==> src/shared/probe_latch_pkg.sv <==
// Shared constants, object indices and carrier types of the touch probe position latch
package probe_latch_pkg;

   // Clock rate and capture resolutions
   localparam int CLK_HZ = 10_000_000;
   localparam int CLK_MHZ = CLK_HZ / 1_000_000;
   localparam int COARSE_RES_US = 55;
   localparam int FINE_RES_US = 2;
   // A resolution is a longest sampling interval, so it rounds down, never below one cycle
   localparam int COARSE_RES_CYC = (COARSE_RES_US * CLK_MHZ < 1) ? 1 : COARSE_RES_US * CLK_MHZ;
   localparam int FINE_RES_CYC = (FINE_RES_US * CLK_MHZ < 1) ? 1 : FINE_RES_US * CLK_MHZ;

   // Object indices
   localparam logic [15:0] IDX_CONTROL = 16'h60B8;
   localparam logic [15:0] IDX_STATUS = 16'h60B9;
   localparam logic [15:0] IDX_P1_RISE = 16'h60BA;
   localparam logic [15:0] IDX_P1_FALL = 16'h60BB;
   localparam logic [15:0] IDX_P2_RISE = 16'h60BC;
   localparam logic [15:0] IDX_P2_FALL = 16'h60BD;

   // Reset values
   localparam logic [7:0] CTRL_CH_RESET = 8'h00;
   localparam logic [31:0] POS_RESET = 32'h00000000;

   // Channel field layout inside the 16-bit words
   localparam int CH_BITS = 8;
   localparam int CH2_BASE = 8;
   // Defined control bits per channel: enable, mode, source, rising, falling
   localparam logic [7:0] CTRL_DEFINED_MASK = 8'h37;

   // Per-channel control byte, bit 0 at the bottom
   typedef struct packed {
      logic [1:0] rsv_hi;      // Bits 7:6
      logic sample_fall;       // Bit 5
      logic sample_rise;       // Bit 4
      logic rsv_lo;            // Bit 3
      logic src_zero_pt;       // Bit 2, unsupported source
      logic continuous;        // Bit 1
      logic enable;            // Bit 0
   } probe_ctrl_t;

   // Per-channel status byte
   typedef struct packed {
      logic [4:0] rsv;         // Bits 7:3
      logic fall_stored;       // Bit 2
      logic rise_stored;       // Bit 1
      logic enabled;           // Bit 0
   } probe_stat_t;

   // Object access request and answer
   typedef struct packed {
      logic req;
      logic we;
      logic [15:0] index;
      logic [31:0] wdata;
   } obj_req_t;

   typedef struct packed {
      logic ack;
      logic err;
      logic [31:0] rdata;
   } obj_rsp_t;

endpackage : probe_latch_pkg

==> src/design/probe_edge_sampler.sv <==
// Synchroniser and timed edge sampler for one probe input
`timescale 1ns/10ps
module probe_edge_sampler
   import probe_latch_pkg::*;
#(
   parameter int COARSE_CYC = COARSE_RES_CYC,
   parameter int FINE_CYC = FINE_RES_CYC
) (
   input wire logic sys_clk,        // System clock
   input wire logic nrst,           // Asynchronous reset, active low
   input wire logic pin,            // Raw probe pin
   input wire logic fine_rise_sel,  // Sample rising edges on the fine grid
   output logic rise_evt,           // One-cycle rising edge pulse
   output logic fall_evt            // One-cycle falling edge pulse
);

   localparam int CW = (COARSE_CYC > 1) ? $clog2(COARSE_CYC) : 1;
   localparam int FW = (FINE_CYC > 1) ? $clog2(FINE_CYC) : 1;

   logic [1:0] sync_reg;
   logic level;
   logic [CW-1:0] coarse_cnt_reg;
   logic [FW-1:0] fine_cnt_reg;
   logic coarse_tick;
   logic fine_tick;
   logic rise_tick;
   logic rise_lvl_reg;
   logic fall_lvl_reg;

   // Two-stage synchroniser; only the second stage is looked at
   always_ff @(posedge sys_clk or negedge nrst) begin
      if (!nrst) begin
         sync_reg <= 2'h0;
      end else begin
         sync_reg <= {sync_reg[0], pin};
      end
   end
   assign level = sync_reg[1];

   // Coarse sampling grid
   always_ff @(posedge sys_clk or negedge nrst) begin
      if (!nrst) begin
         coarse_cnt_reg <= '0;
      end else if (coarse_tick) begin
         coarse_cnt_reg <= '0;
      end else begin
         coarse_cnt_reg <= coarse_cnt_reg + CW'(1);
      end
   end

   // Fine sampling grid
   always_ff @(posedge sys_clk or negedge nrst) begin
      if (!nrst) begin
         fine_cnt_reg <= '0;
      end else if (fine_tick) begin
         fine_cnt_reg <= '0;
      end else begin
         fine_cnt_reg <= fine_cnt_reg + FW'(1);
      end
   end

   assign coarse_tick = (coarse_cnt_reg == CW'(COARSE_CYC - 1));
   assign fine_tick = (fine_cnt_reg == FW'(FINE_CYC - 1));
   // Only the rising path may run fine; falling keeps the coarse grid
   assign rise_tick = fine_rise_sel ? fine_tick : coarse_tick; // RULE18

   // Separate level memories so each edge sees its own grid
   always_ff @(posedge sys_clk or negedge nrst) begin
      if (!nrst) begin
         rise_lvl_reg <= 1'b0;
         fall_lvl_reg <= 1'b0;
      end else begin
         if (rise_tick) begin
            rise_lvl_reg <= level;
         end
         if (coarse_tick) begin
            fall_lvl_reg <= level;
         end
      end
   end

   // Edge pulses on the sampling grids
   assign rise_evt = rise_tick & level & ~rise_lvl_reg; // RULE17
   assign fall_evt = coarse_tick & ~level & fall_lvl_reg; // RULE17
endmodule : probe_edge_sampler

==> src/design/touch_probe_position_latch.sv <==
// Two-channel touch probe position latch with indexed object access
//
// Functional notes
// RULE1: Control bits 0 and 8 enable or disable probe channels one and two.
// RULE2: Control bits 1 and 9 pick single (0) or continuous (1) triggering.
// RULE3: Control bits 2 and 10 pick trigger source; only the probe input works.
// RULE4: Control bits 4 and 12 start or stop rising edge sampling.
// RULE5: Control bits 5 and 13 start or stop falling edge sampling.
// RULE6: Reserved control bits are written zero and carry no meaning.
// RULE7: Status bits 0 and 8 follow the channel enable control bits.
// RULE8: Status bits 1 and 9 set once a rising edge position is latched.
// RULE9: Status bits 2 and 10 set once a falling edge position is latched.
// RULE10: Channel one rising edge captures position into its rising object and flags it.
// RULE11: Channel one falling edge captures position into its falling object and flags it.
// RULE12: Channel two latches rising and falling positions into its own objects.
// RULE13: Position objects are 32-bit read-only values reading zero after reset.
// RULE14: Clearing rising sample clears rising stored flag, keeps latched position.
// RULE15: Setting rising sample again re-arms; position holds until a new edge.
// RULE16: Disabling a channel clears its status flags and keeps both positions.
// RULE17: Normal capture resolution is 55 microseconds on both edges.
// RULE18: High precision select gives channel two 2 us rising, 55 us falling.
// RULE19: High precision selection disables the encoder pulse output.
// RULE20: Single mode latches first edge until re-armed; continuous overwrites every edge.
`timescale 1ns/10ps
module touch_probe_position_latch
   import probe_latch_pkg::*;
#(
   parameter int COARSE_CYC = COARSE_RES_CYC,
   parameter int FINE_CYC = FINE_RES_CYC
) (
   input wire logic sys_clk,                      // System clock, 10 MHz
   input wire logic nrst,                         // Asynchronous reset, active low
   input wire logic probe_input_one,              // Probe pin of channel one
   input wire logic probe_input_two,              // Probe pin of channel two
   input wire logic [31:0] pos_feedback,          // Current position feedback
   input wire logic high_precision_select_param,  // Fine rising capture on channel two
   input wire obj_req_t obj_req,                  // Object access request
   output obj_rsp_t obj_rsp,                      // Object access answer
   output logic encoder_pulse_out_en              // Encoder pulse output allowed
);

   probe_ctrl_t ctrl_reg [0:1];
   logic [1:0] rise_st_reg;
   logic [1:0] fall_st_reg;
   logic [31:0] rise_pos_reg [0:1];
   logic [31:0] fall_pos_reg [0:1];
   logic hp_reg;
   logic [1:0] pin_in;
   logic [1:0] rise_evt;
   logic [1:0] fall_evt;
   logic [1:0] rise_hit;
   logic [1:0] fall_hit;
   logic [15:0] status_word;
   logic [31:0] rd_value;
   logic rd_mapped;
   logic ctrl_wr;

   // An edge counts only on an enabled channel using the probe input as source
   function automatic logic qualify(probe_ctrl_t c, logic sample, logic stored);
      // Single mode refuses a new edge while the earlier capture still stands
      return c.enable & ~c.src_zero_pt & sample & (c.continuous | ~stored);
   endfunction : qualify

   // Channel status byte from control and stored flags
   function automatic probe_stat_t pack_status(probe_ctrl_t c, logic rs, logic fs);
      probe_stat_t s;
      s = '0;
      s.enabled = c.enable;
      s.rise_stored = rs;
      s.fall_stored = fs;
      return s;
   endfunction : pack_status

   assign pin_in = {probe_input_two, probe_input_one};

   // One sampler per channel; only channel two may use the fine grid
   for (genvar c = 0; c < 2; c++) begin : g_smp
      probe_edge_sampler #(
         .COARSE_CYC(COARSE_CYC),
         .FINE_CYC(FINE_CYC)
      ) u_smp (
         .sys_clk(sys_clk),
         .nrst(nrst),
         .pin(pin_in[c]),
         .fine_rise_sel((c == 1) ? hp_reg : 1'b0),
         .rise_evt(rise_evt[c]),
         .fall_evt(fall_evt[c])
      );
      assign rise_hit[c] = rise_evt[c] &
         qualify(ctrl_reg[c], ctrl_reg[c].sample_rise, rise_st_reg[c]); // RULE4 RULE2 RULE3
      assign fall_hit[c] = fall_evt[c] &
         qualify(ctrl_reg[c], ctrl_reg[c].sample_fall, fall_st_reg[c]); // RULE5 RULE2 RULE3
   end

   // Precision selection is a setting; registering it keeps the grid switch glitch free
   always_ff @(posedge sys_clk or negedge nrst) begin
      if (!nrst) begin
         hp_reg <= 1'b0;
         encoder_pulse_out_en <= 1'b1;
      end else begin
         hp_reg <= high_precision_select_param; // RULE18
         encoder_pulse_out_en <= ~high_precision_select_param; // RULE19
      end
   end

   assign ctrl_wr = obj_req.req & obj_req.we & (obj_req.index == IDX_CONTROL);

   // Control word; reserved bits are dropped so they can never steer anything
   always_ff @(posedge sys_clk or negedge nrst) begin
      if (!nrst) begin
         ctrl_reg[0] <= probe_ctrl_t'(CTRL_CH_RESET);
         ctrl_reg[1] <= probe_ctrl_t'(CTRL_CH_RESET);
      end else if (ctrl_wr) begin
         ctrl_reg[0] <= probe_ctrl_t'(obj_req.wdata[CH_BITS-1:0] & CTRL_DEFINED_MASK); // RULE6 RULE1
         ctrl_reg[1] <= probe_ctrl_t'(obj_req.wdata[CH2_BASE +: CH_BITS] &
                                      CTRL_DEFINED_MASK); // RULE6 RULE1
      end
   end

   // Stored flags; a capture wins, then a cleared sample bit or enable drops the flag
   always_ff @(posedge sys_clk or negedge nrst) begin
      if (!nrst) begin
         rise_st_reg <= 2'h0;
         fall_st_reg <= 2'h0;
      end else begin
         for (int c = 0; c < 2; c++) begin
            if (rise_hit[c]) begin
               rise_st_reg[c] <= 1'b1; // RULE8
            end else if (!ctrl_reg[c].enable || !ctrl_reg[c].sample_rise) begin
               rise_st_reg[c] <= 1'b0; // RULE14 RULE16 RULE15
            end
            if (fall_hit[c]) begin
               fall_st_reg[c] <= 1'b1; // RULE9
            end else if (!ctrl_reg[c].enable || !ctrl_reg[c].sample_fall) begin
               fall_st_reg[c] <= 1'b0; // RULE16
            end
         end
      end
   end

   // Latched positions; nothing but a qualifying edge touches them
   always_ff @(posedge sys_clk or negedge nrst) begin
      if (!nrst) begin
         for (int c = 0; c < 2; c++) begin
            rise_pos_reg[c] <= POS_RESET; // RULE13
            fall_pos_reg[c] <= POS_RESET; // RULE13
         end
      end else begin
         for (int c = 0; c < 2; c++) begin
            if (rise_hit[c]) begin
               rise_pos_reg[c] <= pos_feedback; // RULE10 RULE12 RULE20
            end
            if (fall_hit[c]) begin
               fall_pos_reg[c] <= pos_feedback; // RULE11 RULE12 RULE20
            end
         end
      end
   end

   // Status word; enable bits mirror control directly
   assign status_word = {pack_status(ctrl_reg[1], rise_st_reg[1], fall_st_reg[1]),
                         pack_status(ctrl_reg[0], rise_st_reg[0], fall_st_reg[0])}; // RULE7

   // Object read selection
   always_comb begin
      rd_value = 32'h00000000;
      rd_mapped = 1'b1;
      case (obj_req.index)
         IDX_CONTROL: rd_value = {16'h0000, ctrl_reg[1], ctrl_reg[0]};
         IDX_STATUS: rd_value = {16'h0000, status_word};
         IDX_P1_RISE: rd_value = rise_pos_reg[0];
         IDX_P1_FALL: rd_value = fall_pos_reg[0];
         IDX_P2_RISE: rd_value = rise_pos_reg[1];
         IDX_P2_FALL: rd_value = fall_pos_reg[1];
         default: rd_mapped = 1'b0;
      endcase
   end

   // Answer one cycle after each request; writes to read-only objects are refused
   always_ff @(posedge sys_clk or negedge nrst) begin
      if (!nrst) begin
         obj_rsp <= '0;
      end else begin
         obj_rsp.ack <= obj_req.req;
         obj_rsp.err <= obj_req.req &
            (~rd_mapped | (obj_req.we & (obj_req.index != IDX_CONTROL))); // RULE13
         if (obj_req.req && !obj_req.we) begin
            obj_rsp.rdata <= rd_value;
         end
      end
   end
endmodule : touch_probe_position_latch

==> config.mk <==
export PLATFORM = sky130hd
export DESIGN_NAME = touch_probe_position_latch
export DESIGN_NICKNAME = d
export VERILOG_FILES = /design/src/shared/probe_latch_pkg.sv /design/src/design/probe_edge_sampler.sv /design/src/design/touch_probe_position_latch.sv
export SDC_FILE = /design/constraint.sdc
export NUM_CORES = 1
export LEC_CHECK = 0
export ABC_AREA = 1
export BUFFER_PORTS_ARGS = -buffer_cell sky130_fd_sc_hd__buf_2
export CAP_MARGIN = 10
export CORE_UTILIZATION = 40
export CTS_CLUSTER_DIAMETER = 30
export DETAILED_ROUTE_END_ITERATION = 8
export GPL_TIMING_DRIVEN = 1
export SYNTH_ARGS = -nofsm -noshare
export SYNTH_HDL_FRONTEND = slang
export SYNTH_SLANG_ARGS = --single-unit
==> constraint.sdc <==
create_clock -name sys_clk -period 1.83 [get_ports sys_clk]
set_input_delay 0.0915 -clock sys_clk [delete_from_list [all_inputs] [get_ports sys_clk]]
set_output_delay 0.0915 -clock sys_clk [all_outputs]
set_load 0.005 [all_outputs]
Word level (Yosys, flattened, before mapping)
Index checks and enable logic that the tools add are counted.
{"block": "word_totals", "regBits": 210, "inputBits": 87, "out_inout_bits": 35, "elab_cells": 118}
{"block": "op_classes", "addsub": 3, "eq_ne": 10, "muxes": 14, "bitwise_logic": 43, "n_reduce_logical": 17}
{"cell": "$pmux W32 S6", "n": 1}
{"cell": "$eq A16 B15 Y1 const B", "n": 6}
{"cell": "$and A1 B1 Y1", "n": 26}
{"cell": "$add A10 B1 Y10 const B", "n": 2}
{"cell": "$eq A10 B10 Y1 const B", "n": 2}
{"cell": "$mux W10", "n": 2}
{"cell": "$ne A16 B15 Y1 const B", "n": 1}
{"cell": "$not A1 Y1", "n": 12}
{"cell": "$mux W1", "n": 10}
{"cell": "$reduce_bool A2 Y1", "n": 4}
{"cell": "$logic_not A1 Y1", "n": 7}
{"cell": "$reduce_or A6 Y1", "n": 1}
{"cell": "$add A5 B1 Y5 const B", "n": 1}
{"cell": "$eq A5 B5 Y1 const B", "n": 1}
{"cell": "$mux W5", "n": 1}
{"cell": "$or A1 B1 Y1", "n": 5}
{"cell": "$logic_or A1 B1 Y1", "n": 4}
{"cell": "$logic_and A1 B1 Y1", "n": 1}

Logic depth before layout (Yosys ltp)
Gate-level depths: netlist of the first run.
{"block": "depth", "word_depth": 6, "depth_mapped": 11, "ltp_nobuf": 11}

Hierarchy
A second synthesis of the first run with hierarchy kept.
{"block": "unflattened", "cells_unflattened": 1130, "hier_area_um2": 9715.6}
{"mod": "touch_probe_position_latch", "n_inst": 1, "cells_each": 934, "area_each_um2": 7913.8, "seq_area_each_um2": 4455.5}
{"mod": "probe_edge_sampler", "n_inst": 2, "cells_each": 98, "area_each_um2": 900.9, "seq_area_each_um2": 475.5}

Worst setup path before layout of the first run
OpenSTA, ideal clock, no wires.
{"block": "synth_timing", "path_kind": "register to register", "from": "reg g_smp[1].u_smp.coarse_cnt_reg[1]", "to": "reg rise_pos_reg[14] in the netlist's numbering", "setup_time_ps": 120, "t_arrival_ps": 1408, "required_ps": 1710, "path_slack_ps": 302, "stages_incl_launch_ff": 12, "n_path_buf": 2, "period_less_slack_ps": 1528, "cell_sequence": "dfrtp_1 inv_1 ha_1 nand2_1 nor3_2 nand3_2 nand2_2 nand4_2 buf_6 buf_6 nand2_2 o21ai_2"}
{"block": "synth_via", "elab_chain_cells": 5}
{"item": "start: declaration", "line_no": "probe_edge_sampler.sv:22", "source": "logic [CW-1:0] coarse_cnt_reg;"}
{"item": "start signal: assignment", "line_no": "probe_edge_sampler.sv:47", "source": "coarse_cnt_reg <= coarse_cnt_reg + CW'(1);"}
{"item": "$eq A10 B10 Y1", "line_no": "probe_edge_sampler.sv:62", "source": "assign coarse_tick = (coarse_cnt_reg == CW'(COARSE_CYC - 1));"}
{"item": "$mux W1", "line_no": "probe_edge_sampler.sv:65", "source": "assign rise_tick = fine_rise_sel ? fine_tick : coarse_tick;"}
{"item": "$and A1 B1 Y1 (2 in series)", "line_no": "probe_edge_sampler.sv:83", "source": "assign rise_evt = rise_tick & level & ~rise_lvl_reg;"}
{"item": "$and A1 B1 Y1", "line_no": "touch_probe_position_latch.sv:89", "source": "assign rise_hit[c] = rise_evt[c] &"}
{"item": "end signal: indexed assignment", "line_no": "touch_probe_position_latch.sv:151", "source": "rise_pos_reg[c] <= pos_feedback;"}
{"item": "end: declaration", "line_no": "touch_probe_position_latch.sv:45", "source": "logic [31:0] rise_pos_reg [0:1];"}
No other way between the ends.
A chain may end at the register's enable or synchronous reset.

Final worst setup path of the first run
{"block": "layout_timing", "from": "reg g_smp[1].u_smp.coarse_cnt_reg[1]", "to": "reg rise_pos_reg[1] in the netlist's numbering"}
The elaborated chain is that of the path after synthesis.

==> metrics.md, run 1 <==
| Metric | Value |
|---|---|
| Layout cell share with drive strength beyond 1 | `22.04%` |
| CTS H-tree depth | `2` |
| Pins Over Slew Limit | `0` |
| Die X | `156.6 um` |
| Remaining global-route overflow | `0` |
| Layout fillers | `about 2100` |
| Routed wire length per instance | `roughly 15 um` |
| Full die area | `~25000 um^2` |
| Vias in the first global route | `a little under 8000` |
| Hpwl dp | `~15000 um` |
| Final Cycle Share | `94.93%` |
| Sw power | `2.978 mW` |
| Final hold slack | `0.09855 ns` |
| Via count | `7893` |
| CP Capture Type | `flop` |
| Combinational Power Share | `3.1%` |
| CTS buffer count | `51` |
| Worst setup path class | `flop to flop` |
| Cell count after synthesis | `1111` |
| Max-cap violations | `0` |
| Dominant synthesized flop cell | `dfrtp_1` |
| Final Hold Fails | `0` |
| Fin nets | `1383` |
| # port buffers | `99` |
| Fin crit period | `1.737 ns` |
| Relative slew slack | `between 60% and 70%` |
| Final wirelength | `24230 um` |
| EDFF count, synth | `0` |
| Worst Max-Slew Pin Slew | `0.5034 ns` |
| Ys async rst share | `between 90% and 100%` |
| Final Util | `a little over half` |
| Top cell type by total area after synthesis | `dfrtp_1` |
| Met3 Use GR | `approximately 3.7%` |
| Worst-skew pair later-pin latency | `approximately 0.54 ns` |
| WP data required | `about 2.2 ns` |
| Core area | `23470 um^2` |
| Internal | `11.38 mW` |
| Detailed Routing Iterations Pass 1 | `5` |
| Avg Inst Size Synth | `8.607 um^2` |
| Max rail drop VDD | `0.7433 mV` |
| Non-filler cells, final | `1653` |
| Root Buffer | `clkbuf_16` |
| Clock buffer depth | `3` |
| Sequential area share after synthesis | `~55%` |
| RePlAce Congestion | `0.7593` |
| Post-Synthesis Cell Area | `9563 um^2` |
| Iter 0 DRT Violations | `470` |
| Placed cells | `about 1500` |
| GRT Max-Usage Layer | `met2` |
| Initial Util | `40.74%` |
| Most numerous cell in the Yosys netlist | `nand2_1` |
| Switching share of total power | `20.75%` |
| Global-route track usage on met1 | `28.08%` |
| Synthesis-to-layout area growth | `33.64%` |
| Antenna Diode Count | `0` |
| Clock Sinks | `210` |
| Cell Rows | `56` |
| Power Dens Cells | `1123 nW/um^2` |
| Crit path launch type | `flop` |
| Yosys reg bits | `210` |
| Post-DRT Antenna Nets | `0` |
| RSZ-0062 raised after global routing | `false` |
| Reg power frac | `32.7%` |
| Clk_skew | `between 0.015 and 0.02 ns` |
| Worst-path clk slew | `0.04 ns` |
| CTS tree | `built` |
| Fmax achieved | `~580 MHz` |
| Synth warn | `0` |
| CP arrival | `2.14 ns` |
| Post-synth cell types | `32` |
| Drt via density | `4.775` |
| Largest net degree at the start of global routing | `66` |
| Status | `finished, final reports clean` |
| Initial antenna violation count | `0` |
| Post-synth top cells | `nand2_1, dfrtp_1, nand3_1, inv_1, o21ai_1` |
| Lkg Pwr | `6.591 nW` |
| Clock network power share | `~64%` |
| Top-area cell type share of the netlist area | `a little over half` |
| Post-Syn Nets | `between 1000 and 1500` |
| Die Span Y | `around 160 um` |
| Num ports | `122` |
| Remaining DRCs | `0` |
| Global-route wire length before repair | `40250 um` |
| Top cells by area, synth | `dfrtp_1, nand2_1, nand3_1, o21ai_1, inv_1` |
| Critical-path maximum fanout | `65` |
| Total GRT Usage | `20.83%` |
| # setup viols final | `0` |
| Setup_tns | `0 ns` |
| Hold WC Path Type | `input pin to asynchronous set/reset pin` |
| Met2 Track Usage GR | `between 30% and 40%` |
## layout make-up
| class | count | area (um^2) | share of cell area [%] |
|---|---|---|---|
| well taps | 319 | 399.1 | 3.123 |
| multi-input cells | 751 | 3612 | 28.26 |
| inverters | 97 | 364.1 | 2.849 |
| clock buffers | 73 | 1510 | 11.82 |
| repair buffers | 180 | 1345 | 10.52 |
| clock inverters | 23 | 292.8 | 2.291 |
| flip-flops and latches | 210 | 5256 | 41.13 |
## stage by stage
stage	instance area (um^2)	total power, mW	worst slack [ns]
floorplan	9563	4.872	0.3016
global placement	10490	5.136	0.1649
detailed placement	10490	5.138	0.1300
CTS	12770	14.50	0.1105
global route	12780	14.80	0.005100
finish	12780	14.35	0.09269
## path summary, 6_finish.rpt
kind	slack, ns	start	cells past startpoint	end
min reg2reg	0.34	g_smp[0].u_smp.sync_reg[0]	0	g_smp[0].u_smp.sync_reg[1]
max reg2reg	0.09	g_smp[1].u_smp.coarse_cnt_reg[1]	10	rise_pos_reg[1]
max in group asynchronous	1.10	nrst	3	encoder_pulse_out_en
max	0.09	g_smp[1].u_smp.coarse_cnt_reg[1]	10	rise_pos_reg[1]
min	0.1	nrst	2	g_smp[1].u_smp.coarse_cnt_reg[6]
min in group sys_clk	0.20	probe_input_one	2	g_smp[0].u_smp.sync_reg[0]
## power groups by stage
stage          Sequential (mW)  Clock, mW  Combinational, mW
2_1_floorplan             4.76          0              0.109
3_3_place_gp              4.77          0              0.370
3_5_place_dp              4.77          0              0.372
4_1_cts                   4.70       9.35              0.451
5_1_grt                   4.70       9.60              0.497
6_report                  4.70       9.21              0.440
## critical path: stages, from the launching register on
cell and delay, ns:
dfrtp_1 0.39, inv_1 0.06, ha_1 0.16, nand2_1 0.07
nor3_2 0.12, nand3_2 0.11, nand2_2 0.11, nand4_4 0.09
buf_12 0.22, nand2_1 0.15, o21ai_2 0.07
## placed cells by master, fill, tap and decap left out, types with 38 or more instances in the layout
cell type,n
o21ai_0,53
nand2_1,357
nand3_1,98
nor2_1,52
o21ai_2,38
clkbuf_16,52
dfrtp_1,209
buf_2,98
dlygate4sd3_1,48
inv_1,94
o21ai_1,73
## routing by layer
| metal | routed length, um | share of wire (%) |
|---|---|---|
| met4 | 569 | 2.3 |
| met2 | 11240 | 46 |
| met3 | 916 | 3.8 |
| met5 | 0 | 0 |
| met1 | 11510 | 47 |
## what timing repair did
item | CTS | global route
buffers inserted | 0 | 0
hold buffers | 48 | 0
endpoints found under the hold margin | 353 | 0
gates resized for setup | 0 | 1
setup endpoints to repair | 0 | 18
## cell families after synthesis
group                      count (synthesis)  share of synthesized area (%)
AOI/OAI and AO/OA                        177                          10.94
xor gates and xnor gates                   7                         0.6411
adders and majority gates                  5                         0.6542
buffers and inverters                    150                          7.549
DFF                                      210                          54.97
and+or+nand+nor                          562                          25.25
No activity file was read; power rests on OpenSTA's default activity.
==> run 2, diff against run 1 <==
SKIP_CTS_REPAIR_TIMING = 1   (was unset)
clock period = 2.2 ns   (was 1.83 ns; I/O delays follow)
==> metrics.md, run 2 (synthesized netlist as in run 1, its figures left out) <==
| Metric | Value |
|---|---|
| Worst setup path class | `flop to flop (unchanged)` |
| Critical R2R Capture | `fall_pos_reg[17] (was rise_pos_reg[1])` |
| CP Cell Sequence | `inv_1, ha_1, nand4_1, nand3b_1, inv_1, nand3_4, buf_12, nand2_1, o21ai_1 (was inv_1, ha_1, nand2_1, nor3_2, nand3_2, nand2_2, nand4_4, buf_12, nand2_1, o21ai_2)` |
| Cell Rows | `56 (unchanged)` |
| Clock buffer depth | `3 (unchanged)` |
| CP Capture Type | `flop (unchanged)` |
| Remaining global-route overflow | `0 (unchanged)` |
| Switching share of total power | `20.84% (was 20.75%)` |
| Power Dens Cells | `924.6 nW/um^2 (was 1123 nW/um^2)` |
| Relative slew slack | `55.55% (was 66.32%)` |
| CTS buffer count | `46 (was 51)` |
| CP arrival | `2.24 ns (was 2.14 ns)` |
| Fin nets | `1370 (was 1383)` |
| Iter 0 DRT Violations | `375 (was 470)` |
| WP data required | `2.59 ns (was 2.23 ns)` |
| Sw power | `2.426 mW (was 2.978 mW)` |
| Final wirelength | `23650 um (was 24230 um)` |
| Remaining DRCs | `0 (unchanged)` |
| Layout cell share with drive strength beyond 1 | `21.31% (was 22.04%)` |
| Reg power frac | `33.5% (was 32.7%)` |
| Lkg Pwr | `6.491 nW (was 6.591 nW)` |
| Detailed Routing Iterations Pass 1 | `5 (unchanged)` |
| Clock network power share | `63.3% (was 64.2%)` |
| Crit path launch type | `flop (unchanged)` |
| Placed cells | `1501 (was 1509)` |
| Largest net degree at the start of global routing | `66 (unchanged)` |
| Non-filler cells, final | `1633 (was 1653)` |
| CTS tree | `built (unchanged)` |
| Hpwl dp | `14480 um (was 14880 um)` |
| Setup crit start | `g_smp[1].u_smp.coarse_cnt_reg[1] (unchanged)` |
| Crit. path cell count | `9 (was 10)` |
| Die X | `156.6 um (unchanged)` |
| # setup viols final | `0 (unchanged)` |
| Initial Util | `40.74% (unchanged)` |
| Combinational Power Share | `3.1% (about the same)` |
| Core area | `23470 um^2 (unchanged)` |
| Global-route wire length before repair | `39070 um (was 40250 um)` |
| Post-DRT Antenna Nets | `0 (unchanged)` |
| Max-cap violations | `0 (unchanged)` |
| Root Buffer | `clkbuf_16 (unchanged)` |
| Pins Over Slew Limit | `0 (unchanged)` |
| WP buf/inv | `3 (was 2)` |
| Num ports | `122 (unchanged)` |
| Most used cell, CP | `inv_1 (was nand2_1)` |
| Final hold slack | `0.1325 ns (was 0.09855 ns)` |
| Clock Sinks | `210 (unchanged)` |
| Antenna Diode Count | `0 (unchanged)` |
| Internal | `9.216 mW (was 11.38 mW)` |
| Critical-path maximum fanout | `52 (was 65)` |
| Final Cycle Share | `83.81% (was 94.93%)` |
| Initial antenna violation count | `0 (unchanged)` |
| Reg2Reg Setup Slack | `0.36 ns (was 0.09 ns)` |
| Most common cell after layout, fill and taps aside | `nand2_1 (unchanged)` |
| # port buffers | `99 (unchanged)` |
| Fmax achieved | `542.4 MHz (was 575.6 MHz)` |
| Worst Max-Slew Pin Slew | `0.6643 ns (was 0.5034 ns)` |
| RePlAce Congestion | `0.7440 (was 0.7593)` |
| CP delay by family, top | `simple AND/OR/NAND/NOR gates (unchanged)` |
| Crit path largest cell delay | `0.38 ns (was 0.39 ns)` |
| Full die area | `24530 um^2 (unchanged)` |
| Worst-skew pair later-pin latency | `0.53 ns (was 0.54 ns)` |
| Final Hold Fails | `0 (unchanged)` |
| Capture point of the worst path | `fall_pos_reg[17] (was rise_pos_reg[1])` |
| Via count | `7810 (was 7893)` |
| Hold WC Path Type | `input pin to asynchronous set/reset pin (unchanged)` |
| Final Util | `53.65% (was 54.45%)` |
| FF-to-FF Start | `g_smp[1].u_smp.coarse_cnt_reg[1] (unchanged)` |
| Slowest-stage cell, CP | `dfrtp_1 (unchanged)` |
| RSZ-0062 raised after global routing | `false (unchanged)` |
| Most frequent cells in the layout | `nand2_1, dfrtp_1, nand3_1, buf_2, inv_1 (unchanged)` |
| Setup_tns | `0 ns (unchanged)` |
| Fin crit period | `1.844 ns (was 1.737 ns)` |
| Routed wire length per instance | `14.48 um (was 14.66 um)` |
| Max rail drop VDD | `0.5013 mV (was 0.7433 mV)` |
| Vias in the first global route | `7657 (was 7954)` |
| Synthesis-to-layout area growth | `31.68% (was 33.64%)` |
| Drt via density | `4.783 (was 4.775)` |
| FF-to-FF path depth | `9 (was 10)` |
| Status | `finished, final reports clean (unchanged)` |
| CTS H-tree depth | `2 (unchanged)` |
| Total GRT Usage | `20.27% (was 20.83%)` |
| Clk_skew | `0.01897 ns (was 0.01788 ns)` |
| Die Span Y | `156.6 um (unchanged)` |
| Worst-path clk slew | `0.05 ns (was 0.04 ns)` |
run 2: per-stage QoR:
step	power, mW	setup slack, ns	cell area (um^2)
floorplan	4.053	0.6716	9563
CTS	11.72	0.3742	12110
global route	12.02	0.1946	12590
global placement	4.266	0.3975	10410
finish	11.64	0.3562	12590
detailed placement	4.268	0.3946	10410
run 2: cell type report:
| cell class | count | area, um^2 |
|---|---|---|
| inverters | 97 | 364.1 |
| repair buffers | 172 | 1260 |
| clock buffers | 60 | 1324 |
| fillers | 2154 | 10880 |
| flip-flops and latches | 210 | 5256 |
| clock inverters | 24 | 382.9 |
| well taps | 319 | 399.1 |
| multi-input cells | 751 | 3606 |
run 2: worst register-to-register path, delay by kind of cell, from the launching register on:
family,cells,cell delay [ns]
and+or+nand+nor,4,0.62
AOI/OAI and AO/OA,1,0.06
buffers and inverters,3,0.50
DFF,1,0.38
adders and majority gates,1,0.15
run 2: power by group through the flow:
| stage | sequential [mW] | combinational [mW] | clock [mW] |
|---|---|---|---|
| finish | 3.90 | 0.362 | 7.38 |
| global route | 3.90 | 0.409 | 7.71 |
| CTS | 3.90 | 0.306 | 7.51 |
| detailed placement | 3.96 | 0.304 | 0 |
| global placement | 3.96 | 0.302 | 0 |
| floorplan | 3.96 | 0.0906 | 0 |
run 2: how the worst min path moves through the flow:
stage | start | end | slack [ns] | depth (start not counted)
after floorplan | nrst | ctrl_reg[0] | -0.19 | 0
after global placement | nrst | g_smp[1].u_smp.coarse_cnt_reg[5] | 0.12 | 1
after detailed placement | nrst | g_smp[1].u_smp.coarse_cnt_reg[4] | 0.12 | 1
after CTS | nrst | g_smp[1].u_smp.coarse_cnt_reg[4] | -0.42 | 1
after global routing | nrst | g_smp[1].u_smp.coarse_cnt_reg[4] | 0.17 | 2
final | nrst | g_smp[1].u_smp.coarse_cnt_reg[4] | 0.13 | 2
run 2: layer usage:
layer,global-route usage [%],part of all wire (%),up-vias
met5,0,0,-
met4,5.836,1.3,0
met3,3.739,4.4,27
met2,33.33,47,180
met1,27.29,48,3689
li1,-,-,3914
